### config.mk
export PLATFORM = sky130hd
export DESIGN_NAME = drgt_top
export DESIGN_NICKNAME = d
export VERILOG_FILES = /design/src/inc/drgt_pkg.sv /design/src/logic/drgt_top.sv /design/src/logic/drgt_span_timer.sv /design/src/logic/drgt_refresh_timer.sv
export VERILOG_INCLUDE_DIRS = /design/src /design/src/inc
export SDC_FILE = /design/constraint.sdc
export NUM_CORES = 1
export LEC_CHECK = 0
export BUFFER_PORTS_ARGS = -buffer_cell sky130_fd_sc_hd__buf_4
export CAP_MARGIN = 30
export CORE_ASPECT_RATIO = 0.5
export CORE_MARGIN = 2
export CORE_UTILIZATION = 35
export CTS_BUF_LIST = sky130_fd_sc_hd__clkbuf_8 sky130_fd_sc_hd__clkbuf_16
export DETAILED_ROUTE_END_ITERATION = 7
export HOLD_SLACK_MARGIN = 0.15
export PLACE_DENSITY_LB_ADDON = 0.2
export REMOVE_ABC_BUFFERS = 1
export SKIP_CTS_REPAIR_TIMING = 1
export SKIP_LAST_GASP = 1
export SLEW_MARGIN = 20
export SYNTH_ARGS = -nofsm -noshare
export SYNTH_HDL_FRONTEND = slang
export SYNTH_SLANG_ARGS = --single-unit
### constraint.sdc
create_clock -name clock -period 3.2 [get_ports clock]
set_input_delay 0.64 -clock clock [delete_from_list [all_inputs] [get_ports clock]]
set_output_delay 0.64 -clock clock [all_outputs]
set_load 0.02 [all_outputs]
### src/inc/drgt_params.svh
// Constants for the global and refresh DRAM timing block
`ifndef DRGT_PARAMS_SVH
`define DRGT_PARAMS_SVH

// Register byte addresses
`define DRGT_ADDR_W         34
`define DRGT_GLOBAL_ADDR    34'h180000200
`define DRGT_REFRESH_ADDR   34'h180000220

// Global timing fields
`define DRGT_SPAN_HI        5
`define DRGT_SPAN_LO        3
`define DRGT_PRE_HI         2
`define DRGT_PRE_LO         0

// Refresh timing fields
`define DRGT_FORCE_BIT      15
`define DRGT_INT_HI         12
`define DRGT_INT_LO         7
`define DRGT_RW_HI          6
`define DRGT_RW_LO          4
`define DRGT_LEAD_HI        3
`define DRGT_LEAD_LO        1
`define DRGT_INH_BIT        0

// Reset values
`define DRGT_SPAN_RST       3'h1
`define DRGT_PRE_RST        3'h1
`define DRGT_INT_RST        6'h01
`define DRGT_RW_RST         3'h1
`define DRGT_LEAD_RST       3'h1
`define DRGT_INH_RST        1'h0

// Minimum values added to programmed fields
`define DRGT_PRE_OFS        4'h2
`define DRGT_RW_OFS         4'h3
`define DRGT_LEAD_OFS       4'h2

// Timer units as shift amounts: 128 and 64 cycles
`define DRGT_SPAN_SHIFT     7
`define DRGT_INT_SHIFT      6

`endif

### src/inc/drgt_pkg.sv
// Types shared by the DRAM global and refresh timing block
package drgt_pkg;

  typedef enum logic [2:0] {
    DRGT_IDLE,
    DRGT_ACTIVE,
    DRGT_HOLD,
    DRGT_REF_COL,
    DRGT_REF_ROW
  } drgt_state_t;

  typedef struct packed {
    logic [9:0] cnt;
    logic       expired;
  } drgt_span_st_t;

  typedef struct packed {
    logic [11:0] cnt;
    logic        tick;
  } drgt_ref_st_t;

  typedef struct packed {
    logic [2:0]  span;
    logic [2:0]  pre;
    logic [5:0]  interval;
    logic [2:0]  ref_width;
    logic [2:0]  ref_lead;
    logic        inhibit;
    logic [15:0] rdata;
    drgt_state_t state;
    logic [1:0]  bank;
    logic [3:0]  pre_cnt;
    logic [3:0]  seq_cnt;
    logic        ref_pend;
    logic [3:0]  row_n;
    logic [3:0]  col_n;
    logic        ack;
    logic        page_open;
    logic        ref_busy;
  } drgt_top_st_t;

endpackage

### src/logic/drgt_top.sv
// Global and refresh DRAM timing: registers, row/column strobe sequencing
`timescale 1ns/1ps
`include "drgt_params.svh"

// Function
// - All timing counts in memory clock cycles; strobes launched from rising edge.
// - Row strobe span timed in 128-cycle units; expiry closes row after transaction.
// - Span field zero means no page stays open between transactions.
// - Precharge of at least field plus two cycles before strobe reasserts.
// - All bank sets refreshed together, column strobe before row strobe.
// - Writing force bit gives one refresh, restarts interval counter, reads zero.
// - Periodic refresh every N times 64 cycles; N resets to one.
// - Refresh row strobe held width plus three; column released with it.
// - Refresh column strobe leads row strobe by lead field plus two.
// - Inhibit bit stops periodic refresh; forced refresh still runs.
module drgt_top (
  // Clock and reset
  input  wire logic                   clock,
  input  wire logic                   rst,
  // Register port
  input  wire logic [`DRGT_ADDR_W-1:0] reg_addr,
  input  wire logic [15:0]            reg_wdata,
  input  wire logic                   reg_wr,
  input  wire logic                   reg_rd,
  output logic      [15:0]            reg_rdata,
  // Access link to the memory controller
  input  wire logic                   acc_req,
  input  wire logic [1:0]             acc_bank,
  input  wire logic                   acc_col,
  input  wire logic                   acc_done,
  output logic                        acc_ack,
  output logic                        page_open,
  output logic                        refresh_busy,
  // DRAM strobes, one per bank set
  output logic      [3:0]             row_strobe_n,
  output logic      [3:0]             col_strobe_n
);

  drgt_pkg::drgt_top_st_t st_q;
  drgt_pkg::drgt_top_st_t st_d;

  logic span_restart;
  logic span_expired;
  logic ref_restart;
  logic ref_tick;
  logic wr_global;
  logic wr_refresh;
  logic force_wr;
  logic ref_set;
  logic ref_clr;

  // One-hot strobe pattern for a bank set
  function automatic logic [3:0] bank_sel(input logic [1:0] b);
    bank_sel = 4'h1 << b;
  endfunction

  // Down counter reaches its last cycle
  function automatic logic cnt_last(input logic [3:0] c);
    cnt_last = (c <= 4'h1);
  endfunction

  // Register read mux
  function automatic logic [15:0] read_word(input logic [`DRGT_ADDR_W-1:0] a,
                                            input drgt_pkg::drgt_top_st_t s);
    read_word = 16'h0000;
    if (a == `DRGT_GLOBAL_ADDR) begin
      read_word[`DRGT_SPAN_HI:`DRGT_SPAN_LO] = s.span;
      read_word[`DRGT_PRE_HI:`DRGT_PRE_LO]   = s.pre;
    end else if (a == `DRGT_REFRESH_ADDR) begin
      read_word[`DRGT_INT_HI:`DRGT_INT_LO]   = s.interval;
      read_word[`DRGT_RW_HI:`DRGT_RW_LO]     = s.ref_width;
      read_word[`DRGT_LEAD_HI:`DRGT_LEAD_LO] = s.ref_lead;
      read_word[`DRGT_INH_BIT]               = s.inhibit;
    end
  endfunction

  // Address decode
  always_comb begin
    wr_global  = 1'b0;
    wr_refresh = 1'b0;
    if (reg_wr && reg_addr == `DRGT_GLOBAL_ADDR) begin
      wr_global = 1'b1;
    end else if (reg_wr && reg_addr == `DRGT_REFRESH_ADDR) begin
      wr_refresh = 1'b1;
    end
  end

  assign force_wr = wr_refresh && reg_wdata[`DRGT_FORCE_BIT];

  assign ref_restart = force_wr;

  assign ref_set = force_wr || (ref_tick && !st_q.inhibit);

  drgt_refresh_timer u_refresh_timer (
    .clock    (clock),
    .rst      (rst),
    .restart  (ref_restart),
    .interval (st_q.interval),
    .tick     (ref_tick)
  );

  drgt_span_timer u_span_timer (
    .clock      (clock),
    .rst        (rst),
    .restart    (span_restart),
    .span_units (st_q.span),
    .expired    (span_expired)
  );

  always_comb begin
    st_d         = st_q;
    span_restart = 1'b0;
    ref_clr      = 1'b0;

    // Register writes
    if (wr_global) begin
      st_d.span = reg_wdata[`DRGT_SPAN_HI:`DRGT_SPAN_LO];
      st_d.pre  = reg_wdata[`DRGT_PRE_HI:`DRGT_PRE_LO];
    end
    if (wr_refresh) begin
      st_d.interval  = reg_wdata[`DRGT_INT_HI:`DRGT_INT_LO];
      st_d.ref_width = reg_wdata[`DRGT_RW_HI:`DRGT_RW_LO];
      st_d.ref_lead  = reg_wdata[`DRGT_LEAD_HI:`DRGT_LEAD_LO];
      st_d.inhibit   = reg_wdata[`DRGT_INH_BIT];
    end

    // Read data stand only in the cycle after the strobe
    st_d.rdata = reg_rd ? read_word(reg_addr, st_q) : 16'h0000;

    // Precharge and refresh sequence countdowns
    if (st_q.pre_cnt != 4'h0) begin
      st_d.pre_cnt = st_q.pre_cnt - 4'h1;
    end
    if (st_q.seq_cnt != 4'h0) begin
      st_d.seq_cnt = st_q.seq_cnt - 4'h1;
    end

    case (st_q.state)
      drgt_pkg::DRGT_IDLE: begin
        st_d.row_n = 4'hf;
        st_d.col_n = 4'hf;
        st_d.ack   = 1'b0;
        // refresh only after precharge is met
        if (st_q.ref_pend && cnt_last(st_q.pre_cnt)) begin
          st_d.col_n    = 4'h0;
          // column leads row by field plus two
          st_d.seq_cnt  = {1'b0, st_q.ref_lead} + `DRGT_LEAD_OFS;
          st_d.ref_busy = 1'b1;
          ref_clr       = 1'b1;
          st_d.state    = drgt_pkg::DRGT_REF_COL;
        end else if (acc_req && cnt_last(st_q.pre_cnt)) begin
          st_d.row_n   = ~bank_sel(acc_bank);
          st_d.bank    = acc_bank;
          st_d.ack     = 1'b1;
          span_restart = 1'b1;
          st_d.state   = drgt_pkg::DRGT_ACTIVE;
        end
      end

      drgt_pkg::DRGT_ACTIVE: begin
        // column strobe registered to the clock
        st_d.col_n = acc_col ? ~bank_sel(st_q.bank) : 4'hf;
        if (acc_done) begin
          st_d.ack   = 1'b0;
          st_d.col_n = 4'hf;
          if (st_q.span == 3'h0 || span_expired || st_q.ref_pend) begin
            st_d.row_n   = 4'hf;
            st_d.pre_cnt = {1'b0, st_q.pre} + `DRGT_PRE_OFS;
            st_d.state   = drgt_pkg::DRGT_IDLE;
          end else begin
            st_d.page_open = 1'b1;
            st_d.state     = drgt_pkg::DRGT_HOLD;
          end
        end
      end

      drgt_pkg::DRGT_HOLD: begin
        st_d.col_n = 4'hf;
        // pending refresh closes the open page
        if (span_expired || st_q.ref_pend ||
            (acc_req && acc_bank != st_q.bank)) begin
          st_d.row_n     = 4'hf;
          st_d.page_open = 1'b0;
          st_d.pre_cnt   = {1'b0, st_q.pre} + `DRGT_PRE_OFS;
          st_d.state     = drgt_pkg::DRGT_IDLE;
        end else if (acc_req) begin
          // Page hit, row stays asserted
          st_d.ack       = 1'b1;
          st_d.page_open = 1'b0;
          st_d.state     = drgt_pkg::DRGT_ACTIVE;
        end
      end

      drgt_pkg::DRGT_REF_COL: begin
        if (cnt_last(st_q.seq_cnt)) begin
          st_d.row_n   = 4'h0;
          st_d.seq_cnt = {1'b0, st_q.ref_width} + `DRGT_RW_OFS;
          st_d.state   = drgt_pkg::DRGT_REF_ROW;
        end
      end

      drgt_pkg::DRGT_REF_ROW: begin
        if (cnt_last(st_q.seq_cnt)) begin
          st_d.row_n    = 4'hf;
          st_d.col_n    = 4'hf;
          st_d.ref_busy = 1'b0;
          st_d.pre_cnt  = {1'b0, st_q.pre} + `DRGT_PRE_OFS;
          st_d.state    = drgt_pkg::DRGT_IDLE;
        end
      end

      default: begin
        st_d.row_n = 4'hf;
        st_d.col_n = 4'hf;
        st_d.state = drgt_pkg::DRGT_IDLE;
      end
    endcase

    st_d.ref_pend = (st_q.ref_pend && !ref_clr) || ref_set;
  end

  always_ff @(posedge clock) begin
    if (rst) begin
      st_q           <= '0;
      st_q.span      <= `DRGT_SPAN_RST;
      st_q.pre       <= `DRGT_PRE_RST;
      st_q.interval  <= `DRGT_INT_RST;
      st_q.ref_width <= `DRGT_RW_RST;
      st_q.ref_lead  <= `DRGT_LEAD_RST;
      st_q.inhibit   <= `DRGT_INH_RST;
      st_q.state     <= drgt_pkg::DRGT_IDLE;
      st_q.row_n     <= 4'hf;
      st_q.col_n     <= 4'hf;
    end else begin
      st_q <= st_d;
    end
  end

  assign reg_rdata    = st_q.rdata;
  assign acc_ack      = st_q.ack;
  assign page_open    = st_q.page_open;
  assign refresh_busy = st_q.ref_busy;
  assign row_strobe_n = st_q.row_n;
  assign col_strobe_n = st_q.col_n;

endmodule

### src/logic/drgt_span_timer.sv
// Maximum row-strobe span timer in units of 128 cycles
`timescale 1ns/1ps
`include "drgt_params.svh"

module drgt_span_timer (
  // Clock and reset
  input  wire logic       clock,
  input  wire logic       rst,
  // Control
  input  wire logic       restart,
  input  wire logic [2:0] span_units,
  // Status
  output logic            expired
);

  drgt_pkg::drgt_span_st_t st_q;
  drgt_pkg::drgt_span_st_t st_d;
  logic [9:0]              limit;
  logic [9:0]              cnt_inc;

  assign limit   = {span_units, {`DRGT_SPAN_SHIFT{1'b0}}};
  assign cnt_inc = st_q.cnt + 10'h001;
  assign expired = st_q.expired;

  always_comb begin
    st_d = st_q;
    if (restart) begin
      st_d.cnt     = 10'h000;
      st_d.expired = 1'b0;
    end else if (!st_q.expired) begin
      st_d.cnt = cnt_inc;
      if (cnt_inc >= limit) begin
        st_d.expired = 1'b1;
      end
    end
  end

  always_ff @(posedge clock) begin
    if (rst) begin
      st_q <= '0;
    end else begin
      st_q <= st_d;
    end
  end

endmodule

### src/logic/drgt_refresh_timer.sv
// Refresh interval counter, one tick every N x 64 cycles
`timescale 1ns/1ps
`include "drgt_params.svh"

module drgt_refresh_timer (
  // Clock and reset
  input  wire logic       clock,
  input  wire logic       rst,
  // Control
  input  wire logic       restart,
  input  wire logic [5:0] interval,
  // Status
  output logic            tick
);

  drgt_pkg::drgt_ref_st_t st_q;
  drgt_pkg::drgt_ref_st_t st_d;
  logic [11:0]            limit;
  logic [11:0]            cnt_inc;

  assign limit   = {interval, {`DRGT_INT_SHIFT{1'b0}}};
  assign cnt_inc = st_q.cnt + 12'h001;
  assign tick    = st_q.tick;

  always_comb begin
    st_d      = st_q;
    st_d.tick = 1'b0;
    if (restart) begin
      st_d.cnt = 12'h000;
    end else if (cnt_inc >= limit) begin
      st_d.cnt  = 12'h000;
      st_d.tick = 1'b1;
    end else begin
      st_d.cnt = cnt_inc;
    end
  end

  always_ff @(posedge clock) begin
    if (rst) begin
      st_q <= '0;
    end else begin
      st_q <= st_d;
    end
  end

endmodule

==> flow_metrics.env <==
export IMPL_outcome="complete, no violations"
export IMPL_grt_pass1_vias=3492
export IMPL_seq_area_um2=1620
export IMPL_hold_ws_ns=0.483
export IMPL_p_int_mw=2.16
export IMPL_power_density_nw_per_um2=603
export IMPL_start_util=0.360
export IMPL_worst_slack_ns=0.441
export IMPL_synth_seq_cells=81
export IMPL_tns_ns=0
export IMPL_fp_coreArea_um2=12700
export IMPL_dp_cells=716
export IMPL_finClkSkew_ns=0.00587
export IMPL_max_freq_mhz=362
export IMPL_power_frac_seq=0.385
export IMPL_n_fill_cell=1305
export IMPL_routabilityCongestion=0.777
export IMPL_mostFrequentLayoutCell="buf_4"
export IMPL_fin_cells=731
export IMPL_setup_viol=0
export IMPL_p_switching_mw=1.09
export IMPL_yosys_area_top_type_share=0.355
export IMPL_cts_buffer_depth=2
export IMPL_pre_cts_ws_ns=0.443
export IMPL_clk_pin_slew_ns=0.06
export IMPL_boundaryPins=86
export IMPL_crit_path_max_fanout=7
export IMPL_htreeDepth=3
export IMPL_cts_tree="built"
export IMPL_synth_cells=507
export IMPL_dp_final_hpwl_mm=7.46
export IMPL_worstSetupPathType="reg2reg"
export IMPL_fin_util=0.425
export IMPL_layout_common_cells="buf_4, dfxtp_1, nor2_1, inv_1, mux2i_1"
export IMPL_power_frac_clock=0.309
export IMPL_maxCapViolations=0
export IMPL_core_rowCount=29
export IMPL_required_ns=3.48
export IMPL_grt_pass1_wl_mm=17.0
export IMPL_ys_async_sr_fraction=0
export IMPL_firstDrtPassIters=4
export IMPL_synth_top_cell_by_area="dfxtp_1"
export IMPL_maxSlewViolCount=0
export IMPL_die_area_um2=14000
export IMPL_postLayoutCellArea_um2=5390
export IMPL_startpoint_type="flip-flop"
export IMPL_overflow=0
export IMPL_yosysUniqueCellTypes=70
export IMPL_synth_seq_area_share=0.355
export IMPL_switching_share=0.335
export IMPL_synth_area_um2=4570
export IMPL_diodes=0
export IMPL_numCtsBuffers=9
export IMPL_finalCriticalPeriod_ns=2.76
export IMPL_drc_errors=0
export IMPL_drive_gt1_frac=0.228
export IMPL_tightest_slew_ns=0.694
export IMPL_totalWireLength_mm=9.97
export IMPL_comb_power_share=0.306
export IMPL_final_antenna_net_count=0
export IMPL_fin_nets=637
export IMPL_insertion_delay_ns=0.34
export IMPL_synth_edf_count=0
export IMPL_leakagePower_nw=2.29
export IMPL_grt_use_total=0.149
export IMPL_hold_path_class="reg2reg"
export IMPL_finalPower_mw=3.25
export IMPL_viasPerCell=4.92
export IMPL_fp_dieW_um=166
export IMPL_port_buffers=80
export IMPL_slew_limit_headroom=0.536
export IMPL_rsz0062_at_grt="false"
export IMPL_die_y_um=84.8
export IMPL_vdd_drop_max_mv=0.376
export IMPL_crit_arrival_ns=3.03
export IMPL_antenna_found_initial=0
export IMPL_synthToLayoutAreaGrowth_pct=18.0
export IMPL_placed_cell_area_um2=5110
export IMPL_synth_area_leaders="dfxtp_1, ha_1, mux2i_1"
export IMPL_root_buffer="clkbuf_16"
export IMPL_yosysWarnings=0
export IMPL_wire_per_inst_um=13.6
export IMPL_via_count=3593
export IMPL_end_kind="flip-flop"
export IMPL_avgSynthCellArea_um2=9.02
export IMPL_multi_input_area_um2=2530
export IMPL_hold_violations=0
export IMPL_cts_num_sinks=81
export IMPL_drt_iter0_markers=161
export IMPL_synthFlopType="dfxtp_1"
export IMPL_period_share=0.862
export IMPL_grt_max_degree=53
## Yosys cell counts (3+ instances only)
cell type,count
and2_1,9
nor2b_1,7
clkbuf_1,13
nand3_1,11
dfxtp_1,81
buf_2,4
or2_2,4
nand3b_1,3
xor2_1,13
a221oi_1,3
nand2_1,15
inv_1,31
a21oi_1,18
a211oi_1,3
nor3_2,7
nor3b_1,4
a31o_2,3
o31ai_1,3
and3_1,4
nand2b_1,4
buf_4,25
or3_1,4
nor3_1,11
o21ai_0,9
xnor2_1,16
mux2i_1,24
o22ai_1,6
a21o_1,6
a22o_1,6
nor2_1,64
nand4_1,14
o21bai_1,4
nor3b_2,3
ha_1,21
a211o_1,7
o2111ai_1,4
## worst max-delay path, cell delays in order, from the launching register on
cell and delay [ns]:
dfxtp_1 0.46, nand4_1 0.16, nor2_1 0.21, nand4_1 0.15, xnor2_1 0.17, ha_1 0.30, nand4_1 0.10, a21o_1 0.16
o21ai_1 0.54, buf_4 0.29, nor2b_1 0.14
## power by group through the flow
stage	registers (mW)	clock network, mW	logic (mW)
finish	1.25	1.00	0.995
global route	1.28	1.08	1.12
CTS	1.25	1.03	0.998
floorplan	1.28	0	0.686
global placement	1.27	0	0.985
detailed placement	1.28	0	0.989
## routing by layer
metal | vias up | GRT usage | share of wire | wire, um
li1 | 1874 | - | - | -
met1 | 1649 | 0.197 | 0.50 | 5020
met2 | 57 | 0.236 | 0.44 | 4410
met3 | 13 | 0.0405 | 0.041 | 405
met4 | 0 | 0.0482 | 0.013 | 133
met5 | - | 0 | 0 | 0
## cells by family after synthesis
logic type	share of synthesized area
other cells	0.000820
fa+ha+maj	0.0575
compound gates	0.155
xor+xnor	0.0556
mux	0.0526
buf+inv	0.0925
simple gates	0.231
flops	0.355
## registers in the layout (all words and copies together), names as in the netlist, 4 cells and up
signal and count:
st_q 33, reg_rdata 13, u_refresh_timer.st_q 12, u_span_timer.st_q 10, col_strobe_n 4, row_strobe_n 4
## worst paths after layout
kind | start | end | slack (ns) | cells past startpoint
worst max-delay path | u_refresh_timer.st_q[3]$_SDFF_PP0_ | u_refresh_timer.tick$_SDFF_PP0_ | 0.44 | 10
worst min-delay path | page_open$_SDFFE_PP0P_ | page_open$_SDFFE_PP0P_ | 0.48 | 2
worst max register to register | u_refresh_timer.st_q[3]$_SDFF_PP0_ | u_refresh_timer.tick$_SDFF_PP0_ | 0.44 | 10
worst min register to register | page_open$_SDFFE_PP0P_ | page_open$_SDFFE_PP0P_ | 0.48 | 2
## area by class of cell
class	count	share of cell area
multi-input cells	351	0.470
flip-flops and latches	81	0.301
repair buffers	83	0.116
clock buffers	9	0.0418
well taps	170	0.0394
inverters	31	0.0216
clock inverters	6	0.0114
Power figures use the tool's default switching activity.
